[config.mk]
export PLATFORM = sky130hd
export DESIGN_NAME = ood_decoder
export DESIGN_NICKNAME = d
export VERILOG_FILES = /design/src/ood_pkg.sv /design/src/ood_decoder.sv
export SDC_FILE = /design/constraint.sdc
export NUM_CORES = 1
export LEC_CHECK = 0
export ABC_AREA = 1
export BUFFER_PORTS_ARGS = -buffer_cell sky130_fd_sc_hd__buf_2
export CAP_MARGIN = 0
export CORE_AREA = 2 2 158 160
export CTS_BUF_LIST = sky130_fd_sc_hd__clkbuf_8
export CTS_CLUSTER_DIAMETER = 60
export DETAILED_ROUTE_END_ITERATION = 6
export DIE_AREA = 0 0 160 162
export HOLD_SLACK_MARGIN = 0.12
export PLACE_DENSITY_LB_ADDON = 0.3
export SLEW_MARGIN = 0
export SYNTH_ARGS = -nofsm -noshare
export SYNTH_HDL_FRONTEND = slang
export SYNTH_SLANG_ARGS = --single-unit
[constraint.sdc]
create_clock -name i_ref_clk -period 8 [get_ports i_ref_clk]
set_clock_uncertainty 0.05 [all_clocks]
set_input_delay 0.4 -clock i_ref_clk [delete_from_list [all_inputs] [get_ports i_ref_clk]]
set_output_delay 0.4 -clock i_ref_clk [all_outputs]
set_load 0.01 [all_outputs]
[src/ood_pkg.sv]
// Constants and types shared by the operand field decoder.
// Assumes one core clock and a plain byte-wide register port.
package ood_pkg;

    // Instruction class supplied by fetch alongside each word.
    typedef enum logic [3:0] {
        KIND_BYTE, KIND_BIT, KIND_LIT8, KIND_PTR_LIT, KIND_MOVFF, KIND_IDX_MOVE,
        KIND_REL8, KIND_REL11, KIND_GOTO, KIND_CALL, KIND_RETURN, KIND_TABLE,
        KIND_OTHER
    } ood_kind_t;

    // Program read pointer update kinds, in field order.
    typedef enum logic [1:0] {
        PTR_KEEP, PTR_POST_INC, PTR_POST_DEC, PTR_PRE_INC
    } ood_ptr_mode_t;

    localparam int PTR_W = 21;
    localparam int BANK_W = 4;
    localparam int ADDR_W = 12;
    localparam int LIT_W = 20;
    localparam int FLAG_W = 5;
    localparam int OFS_W = 7;

    // Register port offsets.
    localparam logic [7:0] REG_BANK = 8'h00;
    localparam logic [7:0] REG_PTR_LO = 8'h01;
    localparam logic [7:0] REG_PTR_HI = 8'h02;
    localparam logic [7:0] REG_PTR_UP = 8'h03;
    localparam logic [7:0] REG_FLAGS = 8'h04;
    localparam logic [7:0] REG_STATE = 8'h05;

    // Instruction word field positions.
    localparam int FILE_LSB = 0;
    localparam int ACCESS_POS = 8;
    localparam int DEST_POS = 9;
    localparam int BITPOS_LSB = 9;
    localparam int PTRSEL_LSB = 4;
    localparam int RET_FAST_POS = 0;
    localparam int CALL_FAST_POS = 8;
    localparam int MODE_LSB = 0;
    localparam int TAG_LSB = 12;
    localparam logic [3:0] SECOND_TAG = 4'hF;

    // Flag bit positions: carry, digit carry, zero, overflow, negative.
    localparam int FLAG_C = 0;
    localparam int FLAG_DC = 1;
    localparam int FLAG_Z = 2;
    localparam int FLAG_OV = 3;
    localparam int FLAG_N = 4;

    // Values after reset and fixed codes.
    localparam logic [BANK_W-1:0] ACCESS_BANK = 4'h0;
    localparam logic [BANK_W-1:0] BANK_RST = 4'h0;
    localparam logic [PTR_W-1:0] PTR_RST = 21'h000000;
    localparam logic [FLAG_W-1:0] FLAGS_RST = 5'h00;

    // One instruction cycle spans four core clock periods.
    localparam int PHASES_PER_CYCLE = 4;
    localparam logic [1:0] PHASE_LAST = 2'(PHASES_PER_CYCLE - 1);

endpackage

[src/ood_decoder.sv]
// Operand field decoder for an 8-bit core: splits instruction words into fields,
// keeps the program read pointer, bank select and ALU flags.
// Assumes fetch presents each word with its class on the core clock.
// Operation
// - Bank-access bit 0 selects access RAM and ignores bank select.
// - Bank-access bit 1 forms the address from the bank select value.
// - Bit field gives bit index 0 to 7 of an 8-bit register.
// - Target bit 0 sends the result to the accumulator only.
// - Target bit 1 writes the result back to the file register.
// - Location field is an 8-bit address or a 2-bit pointer choice.
// - Two-word move reads a full 12-bit source address, bank free.
// - Two-word move writes to a separate full 12-bit destination.
// - Literals of 8, 12 or 20 bits are extracted as immediates.
// - Table access in keep mode leaves the read pointer unchanged.
// - Table access supports post-increment, post-decrement and pre-increment.
// - Relative branches add a signed displacement to the program counter.
// - Call and go-to take the target field as an absolute address.
// - Quick-return bit 0 neither saves nor restores shadow copies.
// - Quick-return bit 1 saves on call and restores on return.
// - A 21-bit program read pointer addresses table accesses.
// - Seven-bit source and destination offsets feed indexed addressing.
// - Five ALU flags are held and updated by the ALU.
// - Don't-care instruction bits never affect decoding.
// - A lone second word with four ones on top decodes as no-operation.
// - Instruction cycle is four clocks; skips and jumps add a no-operation.
`timescale 1ns/1ps

module ood_decoder
    import ood_pkg::*;
(
    input logic i_ref_clk, // Core clock.
    input logic i_reset_n, // Asynchronous reset, active low.
    input logic i_clk_en, // Freezes all state but the reset synchronizer while low.
    input logic i_instr_valid, // Word on i_instr is present.
    input logic [15:0] i_instr, // Instruction word.
    input ood_kind_t i_kind, // Class of a first word.
    input logic i_skip, // Skip true or program counter changed.
    input logic [PTR_W-1:0] i_pc, // Program counter of the word.
    input logic i_flags_we, // ALU flag update strobe.
    input logic [FLAG_W-1:0] i_flags, // New ALU flags.
    input logic [7:0] i_addr, // Register address.
    input logic [7:0] i_wdata, // Register write data.
    input logic i_wr, // Register write strobe.
    input logic i_rd, // Register read strobe.
    output logic [7:0] o_rdata, // Read data, cycle after i_rd.
    output logic o_instr_ready, // Word is taken this cycle.
    output logic o_dec_valid, // Decoded instruction pulse.
    output logic o_dec_nop, // Decoded as no-operation.
    output ood_kind_t o_kind, // Class of the decoded instruction.
    output logic [ADDR_W-1:0] o_file_addr, // Banked file address.
    output logic [2:0] o_bit_pos, // Bit index.
    output logic [7:0] o_bit_mask, // One-hot bit mask.
    output logic o_to_accum, // Result goes to accumulator.
    output logic o_to_file, // Result goes to file register.
    output logic [1:0] o_ptr_sel, // Pointer register choice.
    output logic o_move_valid, // Two-word move decoded.
    output logic [ADDR_W-1:0] o_src_addr, // Move source.
    output logic [ADDR_W-1:0] o_dst_addr, // Move destination.
    output logic [OFS_W-1:0] o_src_offset, // Indexed source offset.
    output logic [OFS_W-1:0] o_dst_offset, // Indexed destination offset.
    output logic o_lit_valid, // Literal decoded.
    output logic [LIT_W-1:0] o_literal, // Zero-extended literal.
    output logic o_jump_valid, // Jump target decoded.
    output logic [PTR_W-1:0] o_target, // Jump target.
    output logic o_shadow_save, // Save shadow copies.
    output logic o_shadow_restore, // Restore shadow copies.
    output logic o_table_valid, // Table access decoded.
    output logic [PTR_W-1:0] o_table_addr, // Program memory address.
    output logic [FLAG_W-1:0] o_flags // ALU flags.
);

    function automatic logic two_word(input ood_kind_t k);
        two_word = k inside {KIND_PTR_LIT, KIND_MOVFF, KIND_IDX_MOVE, KIND_GOTO, KIND_CALL};
    endfunction

    logic rst_meta_reg, rst_n_reg;
    logic [1:0] phase_reg;
    logic pending_reg, skip_pend_reg;
    logic [15:0] word1_reg;
    ood_kind_t kind1_reg;
    logic [BANK_W-1:0] bank_reg;
    logic [PTR_W-1:0] ptr_reg, ptr_next;
    logic [FLAG_W-1:0] flags_reg;
    logic [7:0] rdata_reg;
    logic valid_reg, nop_reg, move_reg, lit_reg, jump_reg, table_reg, save_reg, restore_reg;
    ood_kind_t kind_reg;
    logic [ADDR_W-1:0] file_reg, src_reg, dst_reg;
    logic [2:0] bitpos_reg;
    logic [7:0] mask_reg;
    logic accum_reg, tofile_reg;
    logic [1:0] psel_reg;
    logic [OFS_W-1:0] sofs_reg, dofs_reg;
    logic [LIT_W-1:0] lit_val_reg;
    logic [PTR_W-1:0] target_reg, taddr_reg;

    // The reset is released through two flops so every register leaves it together.
    always_ff @(posedge i_ref_clk or negedge i_reset_n) begin
        if (!i_reset_n) begin
            rst_meta_reg <= 1'b0;
            rst_n_reg <= 1'b0;
        end else begin
            rst_meta_reg <= 1'b1;
            rst_n_reg <= rst_meta_reg;
        end
    end

    // Word classification.
    wire take = i_clk_en && (phase_reg == PHASE_LAST) && i_instr_valid;
    wire tag_f = i_instr[TAG_LSB +: 4] == SECOND_TAG;
    wire squash = take && skip_pend_reg;
    wire second = take && !skip_pend_reg && pending_reg && tag_f;
    wire lone = take && !skip_pend_reg && !pending_reg && tag_f;
    wire first = take && !skip_pend_reg && !tag_f;
    wire first_two = first && two_word(i_kind);
    wire done = (first && !two_word(i_kind)) || second;
    wire nop_now = squash || lone;

    // Fields of the opening word come from the held copy on the second word.
    wire [15:0] w1 = second ? word1_reg : i_instr;
    wire [15:0] w2 = i_instr;
    ood_kind_t eff_kind;
    ood_ptr_mode_t mode;
    assign eff_kind = second ? kind1_reg : i_kind;
    assign mode = ood_ptr_mode_t'(w1[MODE_LSB +: 2]);

    // Only the documented bits of each field are looked at.
    wire [BANK_W-1:0] bank_used = w1[ACCESS_POS] ? bank_reg : ACCESS_BANK;
    wire [ADDR_W-1:0] file_next = {bank_used, w1[FILE_LSB +: 8]};
    wire [2:0] bitpos_next = w1[BITPOS_LSB +: 3];
    wire [7:0] mask_next = 8'h01 << bitpos_next;
    wire [LIT_W-1:0] lit_next =
        (eff_kind == KIND_LIT8) ? {12'h000, w1[7:0]} :
        (eff_kind == KIND_PTR_LIT) ? {8'h00, w1[3:0], w2[7:0]} :
        {w2[11:0], w1[7:0]};
    wire lit_kind = eff_kind inside {KIND_LIT8, KIND_PTR_LIT, KIND_GOTO, KIND_CALL};
    wire [PTR_W-1:0] rel8 = i_pc + {{13{w1[7]}}, w1[7:0]};
    wire [PTR_W-1:0] rel11 = i_pc + {{10{w1[10]}}, w1[10:0]};
    wire [PTR_W-1:0] target_next =
        (eff_kind == KIND_REL8) ? rel8 :
        (eff_kind == KIND_REL11) ? rel11 :
        {1'b0, lit_next};
    wire jump_kind = eff_kind inside {KIND_REL8, KIND_REL11, KIND_GOTO, KIND_CALL};
    wire save_next = (eff_kind == KIND_CALL) && w1[CALL_FAST_POS];
    wire restore_next = (eff_kind == KIND_RETURN) && w1[RET_FAST_POS];

    // Program read pointer stepping.
    wire table_take = done && (eff_kind == KIND_TABLE);
    wire [PTR_W-1:0] ptr_inc = ptr_reg + 21'h000001;
    wire [PTR_W-1:0] taddr_next = (mode == PTR_PRE_INC) ? ptr_inc : ptr_reg;
    always_comb begin
        unique case (mode)
            PTR_KEEP: ptr_next = ptr_reg;
            PTR_POST_INC: ptr_next = ptr_inc;
            PTR_POST_DEC: ptr_next = ptr_reg - 21'h000001;
            PTR_PRE_INC: ptr_next = ptr_inc;
        endcase
    end

    // Register port decode.
    wire wr_en = i_clk_en && i_wr;
    wire wr_bank = wr_en && (i_addr == REG_BANK);
    wire wr_lo = wr_en && (i_addr == REG_PTR_LO);
    wire wr_hi = wr_en && (i_addr == REG_PTR_HI);
    wire wr_up = wr_en && (i_addr == REG_PTR_UP);
    wire wr_flags = wr_en && (i_addr == REG_FLAGS);
    wire [7:0] rd_mux =
        (i_addr == REG_BANK) ? {4'h0, bank_reg} :
        (i_addr == REG_PTR_LO) ? ptr_reg[7:0] :
        (i_addr == REG_PTR_HI) ? ptr_reg[15:8] :
        (i_addr == REG_PTR_UP) ? {3'h0, ptr_reg[20:16]} :
        (i_addr == REG_FLAGS) ? {3'h0, flags_reg} :
        (i_addr == REG_STATE) ? {4'h0, skip_pend_reg, pending_reg, phase_reg} :
        8'h00;

    // A table step owns the pointer in that cycle, so a software write then is dropped.
    always_ff @(posedge i_ref_clk or negedge rst_n_reg) begin
        if (!rst_n_reg) begin
            ptr_reg <= PTR_RST;
        end else if (table_take) begin
            ptr_reg <= ptr_next;
        end else if (wr_lo) begin
            ptr_reg[7:0] <= i_wdata;
        end else if (wr_hi) begin
            ptr_reg[15:8] <= i_wdata;
        end else if (wr_up) begin
            ptr_reg[20:16] <= i_wdata[4:0];
        end
    end

    // ALU updates win over a software write in the same cycle.
    always_ff @(posedge i_ref_clk or negedge rst_n_reg) begin
        if (!rst_n_reg) begin
            flags_reg <= FLAGS_RST;
            bank_reg <= BANK_RST;
            rdata_reg <= 8'h00;
        end else if (i_clk_en) begin
            if (i_flags_we) begin
                flags_reg <= i_flags;
            end else if (wr_flags) begin
                flags_reg <= i_wdata[FLAG_W-1:0];
            end
            if (wr_bank) begin
                bank_reg <= i_wdata[BANK_W-1:0];
            end
            rdata_reg <= i_rd ? rd_mux : 8'h00;
        end
    end

    // Sequencing: phase count, held first word, pending skip.
    always_ff @(posedge i_ref_clk or negedge rst_n_reg) begin
        if (!rst_n_reg) begin
            phase_reg <= 2'h0;
            pending_reg <= 1'b0;
            skip_pend_reg <= 1'b0;
            word1_reg <= 16'h0000;
            kind1_reg <= KIND_OTHER;
        end else if (i_clk_en) begin
            phase_reg <= phase_reg + 2'h1;
            skip_pend_reg <= i_skip || (skip_pend_reg && !take);
            if (take) begin
                pending_reg <= first_two;
            end
            if (first_two) begin
                word1_reg <= i_instr;
                kind1_reg <= i_kind;
            end
        end
    end

    // Decoded fields load at the end of the instruction cycle and hold until the next; the strobes pulse for one clock.
    always_ff @(posedge i_ref_clk or negedge rst_n_reg) begin
        if (!rst_n_reg) begin
            {valid_reg, nop_reg, move_reg, lit_reg, jump_reg} <= 5'h00;
            {table_reg, save_reg, restore_reg, accum_reg, tofile_reg} <= 5'h00;
            kind_reg <= KIND_OTHER;
            {file_reg, src_reg, dst_reg} <= 36'h000000000;
            {bitpos_reg, mask_reg, psel_reg} <= 13'h0000;
            {sofs_reg, dofs_reg} <= 14'h0000;
            lit_val_reg <= 20'h00000;
            {target_reg, taddr_reg} <= 42'h00000000000;
        end else if (i_clk_en) begin
            valid_reg <= done || nop_now;
            nop_reg <= nop_now;
            move_reg <= done && (eff_kind == KIND_MOVFF);
            lit_reg <= done && lit_kind;
            jump_reg <= done && jump_kind;
            table_reg <= table_take;
            save_reg <= done && save_next;
            restore_reg <= done && restore_next;
            if (done) begin
                kind_reg <= eff_kind;
                file_reg <= file_next;
                bitpos_reg <= bitpos_next;
                mask_reg <= mask_next;
                accum_reg <= !w1[DEST_POS];
                tofile_reg <= w1[DEST_POS];
                psel_reg <= w1[PTRSEL_LSB +: 2];
                src_reg <= w1[ADDR_W-1:0];
                dst_reg <= w2[ADDR_W-1:0];
                sofs_reg <= w1[OFS_W-1:0];
                dofs_reg <= w2[OFS_W-1:0];
                lit_val_reg <= lit_next;
                target_reg <= target_next;
                taddr_reg <= taddr_next;
            end else if (nop_now) begin
                kind_reg <= KIND_OTHER;
            end
        end
    end

    assign o_rdata = rdata_reg;
    assign o_instr_ready = take;
    assign o_dec_valid = valid_reg;
    assign o_dec_nop = nop_reg;
    assign o_kind = kind_reg;
    assign o_file_addr = file_reg;
    assign o_bit_pos = bitpos_reg;
    assign o_bit_mask = mask_reg;
    assign o_to_accum = accum_reg;
    assign o_to_file = tofile_reg;
    assign o_ptr_sel = psel_reg;
    assign o_move_valid = move_reg;
    assign o_src_addr = src_reg;
    assign o_dst_addr = dst_reg;
    assign o_src_offset = sofs_reg;
    assign o_dst_offset = dofs_reg;
    assign o_lit_valid = lit_reg;
    assign o_literal = lit_val_reg;
    assign o_jump_valid = jump_reg;
    assign o_target = target_reg;
    assign o_shadow_save = save_reg;
    assign o_shadow_restore = restore_reg;
    assign o_table_valid = table_reg;
    assign o_table_addr = taddr_reg;
    assign o_flags = flags_reg;
endmodule // ood_decoder

=== Word level (Yosys, flattened, before mapping) ===
Cells that the tools add are included.

* Add/subtract/negate cells: 5
* Equality and inequality tests: 27
* Shift-type cells: 1
* Mux-type cells: 26
* Reduce and logical (&&, ||, !) cells: 56

{| class="wikitable"
|+ Operators by type and width
! operator !! number
|-
| $mux 21 || 4
|-
| $mux 8 || 6
|-
| $add 21x21->21 || 2
|-
| $pmux 21 s2 || 1
|-
| $mux 20 || 2
|-
| $mux 5 || 6
|-
| $eq 4x4->1 const B || 7
|-
| $logic_and 1x1->1 || 26
|-
| $add 21x1->21 const B || 1
|-
| $sub 21x1->21 const B || 1
|-
| $eq 4x3->1 const B || 5
|-
| $mux 4 || 5
|-
| $eq 8x2->1 const B || 2
|-
| $eq 8x3->1 const B || 2
|-
| $reduce_and 2->1 || 7
|-
| $mux 13 || 1
|-
| $eq 4x2->1 const B || 3
|-
| $mux 12 || 1
|-
| $reduce_bool 2->1 || 5
|-
| $eq 8x1->1 const B || 1
|-
| $logic_not 8->1 || 1
|-
| $reduce_bool 4->1 || 2
|-
| $shl 1x3->8 const A || 1
|-
| $eq 2x2->1 const B || 3
|-
| other kinds (10) || 20
|}

* Bits in registers: 199
* Input port bits: 70
* Output and inout port bits: 153
* Word-level logic and storage cells: 150

=== Longest topological paths before layout ===
Gate-level depths: netlist (run 1).

* Word-level depth: 12
* Mapped depth: 26
* Depth with buffers taken out: 24

=== Least setup slack after synthesis (run 1) ===
Ideal clock, no wire load.

* Kind: reg2reg
* Start: register phase_reg[0]
* End: register target_reg[18] (netlist: o_target[18])
* Library setup time: 0.117 ns
* Arrival: 3.239 ns
* Path slack: 4.594 ns
* Stages on the path, launching flop included: 27
* Buffers on the path: 3
* Clock period less this slack: 3.406 ns
* Path through: dfrtp_1 > ha_1 > nand3_4 > nor2_8 > nand3_4 > buf_6 > buf_2 > nand2_1 > nand2_2 > buf_2 > ha_1 > inv_1 > fa_1 > inv_1 > nand3_1 > nand2_1 > nand2_1 > nand2_1 > nand2_1 > nand2_1 > nand2_1 > nand2_1 > nand2_1 > nand3_1 > nand2_1 > nand2_1 > nand2_1

* Elaborated cells on any way between the ends: 22

{| class="wikitable"
|+ RTL lines
! item !! line !! RTL
|-
| start, declared || ood_decoder.sv:77 || <nowiki>logic [1:0] phase_reg;</nowiki>
|-
| start signal, assigned || ood_decoder.sv:218 || <nowiki>phase_reg <= phase_reg + 2'h1;</nowiki>
|-
| $eq 2x2->1 (*) || ood_decoder.sv:108 || <nowiki>wire take = i_clk_en && (phase_reg == PHASE_LAST) && i_instr_valid;</nowiki>
|-
| $logic_and 1x1->1 (*) (2 in series) || ood_decoder.sv:108 ||
|-
| $logic_and 1x1->1 (*) (3 in series) || ood_decoder.sv:111 || <nowiki>wire second = take && !skip_pend_reg && pending_reg && tag_f;</nowiki>
|-
| $mux 12 (*) || ood_decoder.sv:119 || <nowiki>wire [15:0] w1 = second ? word1_reg : i_instr;</nowiki>
|-
| via w1[0] || ood_decoder.sv:119 ||
|-
| $add 21x21->21 || ood_decoder.sv:137 || <nowiki>wire [PTR_W-1:0] rel11 = i_pc + {{10{w1[10]}}, w1[10:0]};</nowiki>
|-
| $mux 21 || ood_decoder.sv:140 || <nowiki>(eff_kind == KIND_REL11) ? rel11 :</nowiki>
|-
| $mux 21 (*) || ood_decoder.sv:139 || <nowiki>(eff_kind == KIND_REL8) ? rel8 :</nowiki>
|-
| end signal, assigned || ood_decoder.sv:263 || <nowiki>target_reg <= target_next;</nowiki>
|-
| end, declared || ood_decoder.sv:94 || <nowiki>logic [PTR_W-1:0] target_reg, taddr_reg;</nowiki>
|}

The timed path passes the listed nets; every way through them passes the cells marked *.
A chain may end at the register's enable or synchronous reset.

=== Worst setup path in the final report (run 1) ===
* Start: register phase_reg[0]
* End: register target_reg[18] (netlist: o_target[18])

* Longest elaborated chain between the ends: 12
* Elaborated cells on any way between the ends: 22

{| class="wikitable"
|+ Ends and longest elaborated chain
! item !! line
|-
| $eq 2x2->1 (*) || ood_decoder.sv:108
|-
| $logic_and 1x1->1 (*) (2 in series) || ood_decoder.sv:108
|-
| $logic_and 1x1->1 (*) || ood_decoder.sv:111, ood_decoder.sv:113
|-
| branches (longest 8 deep; another with $add 21x21->21) || -
|}

Every way passes the cells marked *.

==> run summary, run 1 <==
outcome - complete, but fails checks
failing checks - design-rule violations
register area - 4290 um2
final-layout fill cell count - 2472
max-slew violations - 0
Netlist cell types - 44
CP endpoint kind - flip-flop
ys flop type - dfrtp_1
dpl ws - 3510 ps
main combinational cell family by area after synthesis - simple AND/OR/NAND/NOR gates
Hold Fails Final Rpt - 0
vias in the first global route - 11.6k
I/O pin total - 223
Final Total Pwr - 2.97 mW
initial antenna violation count - 0
mapped cell area - 11900 um2
FF-to-FF setup slack - 3520 ps
Design Area, Final - 13400 um2
PwrDens - 222 nW/um2
syn_area_per_cell - 6.70 um2
Tightest Pin Transition - 1080 ps
Crit path largest cell delay - 420 ps
critical path startpoint category - flip-flop
FF+latch count, synth - 171
Post-Synth Simple-Gate Area - 36.2%
commonest non-fill, non-tap cell in the layout - nand2_1
FMAX - 223 MHz
largest net degree at the start of global routing - 88
Hold EP - o_rdata[7]
vias per cell - 5.48
compound-cell area share of the yosys netlist - 11.4%
Worst Path Arrival - 4790 ps
GRT overflow - 0
Hold Buf Count CTS - 2
DP Area - 12900 um2
postcts setup bufs - 0
r2r endpoint - o_target[18]
DIE WIDTH - 160 um
dpl hpwl - 31700 um
Net Count, Synth - 1880
drt first pass iters - 7
Top delay family on crit path - simple AND/OR/NAND/NOR gates
WP data required - 8310 ps
hold crit path type - input pin to flip-flop
fin crit period - 4480 ps
Core Region - 24100 um2
static leakage - 7.49 nW
commonest non-fill, non-tap cells in the layout - nand2_1, buf_2, inv_1
post_cts resized - 0
RSZ-0062 raised after global routing - no
clk_lat worst skew - 470 ps
post-synthesis sequential area ratio - 36.1%
Root Buffer - clkbuf_8
CTS buffer count - 17
WL final - 41000 um
# setup viols final - 0
CP Cell Sequence - ha_1 > nand3_4 > nor2_8 > nand3_4 > inv_1 > nand2_1 > nand2_2 > ha_1 > inv_1 > fa_1 > inv_1 > nand3_1 > nand2_1 > nand2_1 > nand2_1 > nand2_1 > nand2_1 > nand2_1 > nand2_1 > nand2_1 > nand3_1 > nand2_1 > nand2_1 > nand2_1
Layout Nets - 2043
area occupied by multi-input gates - 6410 um2
Setup TNS Final - 0 ps
clock sink total - 171
YS warnings - 0
max-cap violations - 0
worst vdd ir - 0.000131 V
Final ANT Viol Nets - 0
post-route worst setup slack - 3520 ps
H-tree depth - 4
layout cells sized above 1 - 15.9%
Worst path slowest cell - dfrtp_1
critical path class - flip-flop to flip-flop
drc violations - 4
Synth Area in Adders - 3.85%
Buffers & Inverters on Critical Path - 3
mux contribution to synthesized area - 0.0842%
Overall Global Routing Usage - 31.6%
depth of the worst hold-timing path - 3
Longest Clk Path Bufs - 2
hold slack final - 163 ps
CTS tree - done
Slew headroom - 27.5%
Post-synth EDFFs - 0
RR Startpoint - phase_reg[0]
CP Max Fanout - 24
PortBufs - 222
Syn Inst Count - 1774
Starting Density - 49.3%
min-delay src - i_rd
most numerous cell on the critical path - nand2_1
Period Utilization, post-route - 56.0%
row count - 57
diode count - 0
ys async rst share - 100%
Final GP Congestion - 0.988
Iter 0 DRT Violations - 1239
cell count of the worst reg-to-reg path - 24
Clock Pin Slew Worst Setup and Hold Paths - 100 ps
Die Y - 162 um
DIE AREA - 25900 um2
first-pass GRT wire length - 63800 um
wire length per cell - 18.0 um
Syn-to-layout area delta - 12.5%
Post-Synth XOR/XNOR Area - 2.36%
via count - 12.5k
==> cell type report <==
type                       count  share of cell area (%)
clock inverter                15                    1.48
tap                          324                    3.03
timing repair buffer         229                    8.74
multi-input combinational   1343                    48.0
inverter                     175                    4.92
sequential                   171                    32.1
clock buffer                  17                    1.75
==> power by group <==
group | switching, mW | internal [mW]
sequential | 0.198 | 1.09
clock | 0.389 | 0.295
combinational | 0.607 | 0.385
==> synth_stat cells (3+ instances only) <==
master	instances	area share (%)
nand2_1	678	21
inv_1	170	5.4
dfrtp_1	167	35
nor2_1	154	4.9
nand3_1	110	4.6
o21ai_0	110	4.6
a21oi_1	75	3.2
buf_4	37	2.3
ha_1	35	3.7
nand4_1	30	1.6
xor2_1	28	2.1
clkbuf_1	26	0.82
o21ai_1	16	0.67
buf_2	15	0.63
a31oi_1	11	0.58
nand2_2	9	0.47
nand3b_1	9	0.57
nor3_1	9	0.38
o21ai_2	9	0.66
o21bai_1	7	0.44
buf_6	6	0.57
nor2_4	6	0.57
o211ai_1	6	0.38
or2_2	6	0.32
a21o_1	4	0.25
dfstp_2	4	0.88
inv_2	4	0.13
nor2_2	4	0.21
o2111ai_1	4	0.29
xnor2_1	4	0.29
nand2_4	3	0.28
nand3_4	3	0.44
==> layer usage <==
layer,track usage (%),up-vias,wire (um)
met5,0,-,0
met4,11.6,0,1450
met3,6.89,93,4170
met2,48.6,635,17700
met1,44.1,5768,17700
li1,-,5963,-
==> through the flow <==
step                      instances  utilization, %
after CTS                      2274            55.5
after global routing           2274            55.5
after floorplan                1774               -
after global placement         2240            53.6
after detailed placement       2240            53.6
final                          2274            55.5
==> worst register-to-register path: cells and delay by family, from the launching register on <==
kind | cells | cell delay (ps)
buffers and inverters | 3 | 520
flip-flops | 1 | 420
adder cells (fa/ha/maj) | 3 | 950
AND/OR/NAND/NOR | 18 | 2460
==> cells by family (layout without fill, tap and decap cells) <==
kind of cell | count (synthesis) | count (layout)
AO/OA/AOI/OAI | 246 | 246
adder cells (fa/ha/maj) | 36 | 36
AND/OR/NAND/NOR | 1027 | 1027
multiplexers | 1 | 1
buffers and inverters | 260 | 436
other | 1 | 1
flip-flops | 171 | 171
XOR/XNOR | 32 | 32
==> worst max-delay path by stage <==
| stage | cells past startpoint | startpoint | slack, ps | to |
|---|---|---|---|---|
| floorplan | 0 | rst_n_reg | 2840 | bank_reg[0] |
| global placement | 24 | i_instr[13] | 3640 | o_target[18] |
| detailed placement | 24 | i_instr[13] | 3510 | o_target[18] |
| CTS | 24 | phase_reg[0] | 3630 | o_target[18] |
| global route | 23 | phase_reg[0] | 3140 | o_target[18] |
| finish | 24 | phase_reg[0] | 3520 | o_target[18] |
Note: power is estimated with default switching activity, not from simulation.
==> run 2: changes to the inputs <==
--- a/config.mk
+++ b/config.mk
@@ -5,14 +5,14 @@
 export SDC_FILE = /design/constraint.sdc
 export NUM_CORES = 1
 export LEC_CHECK = 0
-export ABC_AREA = 1
+export ABC_AREA = 0
 export BUFFER_PORTS_ARGS = -buffer_cell sky130_fd_sc_hd__buf_2
 export CAP_MARGIN = 0
-export CORE_AREA = 2 2 158 160
+export CORE_AREA = 2 2 148 150
 export CTS_BUF_LIST = sky130_fd_sc_hd__clkbuf_8
 export CTS_CLUSTER_DIAMETER = 60
 export DETAILED_ROUTE_END_ITERATION = 6
-export DIE_AREA = 0 0 160 162
+export DIE_AREA = 0 0 150 152
 export HOLD_SLACK_MARGIN = 0.12
 export PLACE_DENSITY_LB_ADDON = 0.3
 export SLEW_MARGIN = 0
==> constraint.sdc (replaced) <==
create_clock -name i_ref_clk -period 3.91 [get_ports i_ref_clk]
set_clock_uncertainty 0.05 [all_clocks]
set_input_delay 0.1955 -clock i_ref_clk [delete_from_list [all_inputs] [get_ports i_ref_clk]]
set_output_delay 0.1955 -clock i_ref_clk [all_outputs]
set_load 0.01 [all_outputs]
==> run 2 against run 1 <==
  * The flow now finishes without violations
  * Register-to-register slack worse by 3400 ps
  * Sequential power grew 92%
  * Flip-flop and latch count unchanged
  * Routed wire length decreased by 22%
  * Critical path type unchanged
  * Largest cell class unchanged
==> run summary, run 2 <==
outcome - finished, final reports clean
Yosys top cell area share - 39.8%
static leakage - 6.27 nW
DIE AREA - 22800 um2
mapped cell area - 10500 um2
fin crit period - 3810 ps
Synth area leader - dfrtp_1
CP endpoint kind - flip-flop
GRT overflow - 0
count leader, synth - nand2_1
CTS buffer count - 17
clk_lat worst skew - 470 ps
critical path startpoint category - flip-flop
max-slew violations - 0
Longest Clk Path Bufs - 2
FMAX - 263 MHz
Post-synth EDFFs - 0
# setup viols final - 0
WL final - 32100 um
Syn Inst Count - 1170
Final Core Density - 59.7%
most frequent cells after synthesis - nand2_1, dfrtp_1, nor2_1, o21ai_0, a21oi_1
vias in the first global route - 9403
post-synthesis sequential area ratio - 40.8%
initial antenna violation count - 0
ys flop type - dfrtp_1
syn_area_per_cell - 8.96 um2
Net Count, Synth - 1276
Iter 0 DRT Violations - 850
drc violations - 0
Layout Nets - 1502
YS warnings - 0
final-layout fill cell count - 1895
first-pass GRT wire length - 50700 um
PwrDens - 431 nW/um2
critical path class - flip-flop to flip-flop
Final Total Pwr - 5.49 mW
H-tree depth - 4
largest net degree at the start of global routing - 107
Tightest Pin Transition - 1020 ps
Clock Pin Slew Worst Setup and Hold Paths - 100 ps
Non-Filler Instances - 1689
worst vdd ir - 0.000216 V
WP data required - 4220 ps
Starting Density - 49.1%
hold crit path type - input pin to flip-flop
Die Y - 152 um
RSZ-0062 raised after global routing - yes
vias per cell - 5.89
Final GP Congestion - 0.953
FF+latch count, synth - 171
Worst Path Arrival - 4110 ps
hold slack final - 198 ps
Netlist cell types - 81
ys async rst share - 100%
layout cells sized above 1 - 27.0%
Core Region - 21400 um2
via count - 9942
PortBufs - 222
drt first pass iters - 5
DIE WIDTH - 150 um
commonest non-fill, non-tap cells in the layout - buf_2, nand2_1, dfrtp_1
clock sink total - 171
commonest non-fill, non-tap cell in the layout - buf_2
Hold Fails Final Rpt - 0
Slew headroom - 31.7%
wire length per cell - 19.0 um
Period Utilization, post-route - 97.4%
dpl cells - 1613
ranking of synthesized cells by area - dfrtp_1, nand2_1, ha_1
Root Buffer - clkbuf_8
I/O pin total - 223
CP Max Fanout - 4
Syn-to-layout area delta - 21.5%
row count - 54
dpl hpwl - 23500 um
diode count - 0
max-cap violations - 0
CTS tree - done
Final ANT Viol Nets - 0
Overall Global Routing Usage - 28.2%
## run 2: where the power goes
group	total, mW	switching (mW)	internal (mW)
logic	1.69	0.923	0.763
clock network	1.33	0.730	0.599
registers	2.48	0.310	2.17
## run 2: what timing repair did
item                                    4_1_cts  5_1_grt
endpoints found under the setup margin        6       12
hold buffers                                 41        0
gates resized for setup                       5       25
pin swaps                                     0        4
buffers inserted                              0        3
endpoints found under the hold margin        71        0
## run 2: final timing paths
check | slack [ps] | from | cells after the start | to
max | 100 | phase_reg[0] | 16 | o_target[18]
min | 200 | i_pc[0] | 5 | o_target[0]
max reg2reg | 100 | phase_reg[0] | 16 | o_target[18]
min reg2reg | 230 | rst_n_reg | 0 | o_flags[0]
max in group asynchronous | 2570 | rst_n_reg | 1 | o_dst_addr[5]
min in group asynchronous | 230 | rst_n_reg | 0 | o_flags[0]
## run 2: final cells by class
cell class | instances | area (um2) | share of cell area (%)
well taps | 280 | 350 | 2.75
clock inverters | 14 | 159 | 1.25
flip-flops and latches | 171 | 4290 | 33.6
inverters | 30 | 113 | 0.883
clock buffers | 18 | 248 | 1.94
multi-input cells | 874 | 5750 | 45.1
repair buffers | 302 | 1840 | 14.4
## run 2: layer usage
metal | part of all wire (%) | global-route usage [%]
met2 | 48 | 45.9
met1 | 43 | 38.5
met4 | 1.8 | 7.86
met3 | 7.1 | 5.11
met5 | 0 | 0
## run 2: logic make-up after synthesis
family / count (synthesis) / share of synthesized area, %
simple gates: 392 / 17.2
compound gates: 340 / 21.8
flops: 171 / 40.8
buf+inv: 125 / 5.69
mux: 63 / 6.61
xor+xnor: 42 / 3.51
fa+ha+maj: 36 / 4.37
other cells: 1 / 0.0358
## run 2: worst max-delay path, cell delays in order, from the launching register on
cell,delay (ps)
dfrtp_1,370
ha_1,170
and4b_2,300
nand3_4,120
mux2i_4,210
inv_2,80
ha_1,200
inv_1,80
fa_1,430
nand2b_1,180
a21o_1,220
a211o_1,330
o21a_1,240
o21a_1,210
o211a_1,230
o21ai_1,170
a31oi_1,100
## run 2: per-stage QoR
| step | worst slack [ps] | cell area (um2) | TNS (ps) |
|---|---|---|---|
| finish | 103 | 12700 | 0 |
| detailed placement | -157 | 11800 | -279 |
| global route | -21.0 | 12700 | -25.1 |
| floorplan | 24.8 | 10500 | 0 |
| global placement | -43.0 | 11800 | -43.0 |
| CTS | 7.31 | 12600 | 0 |
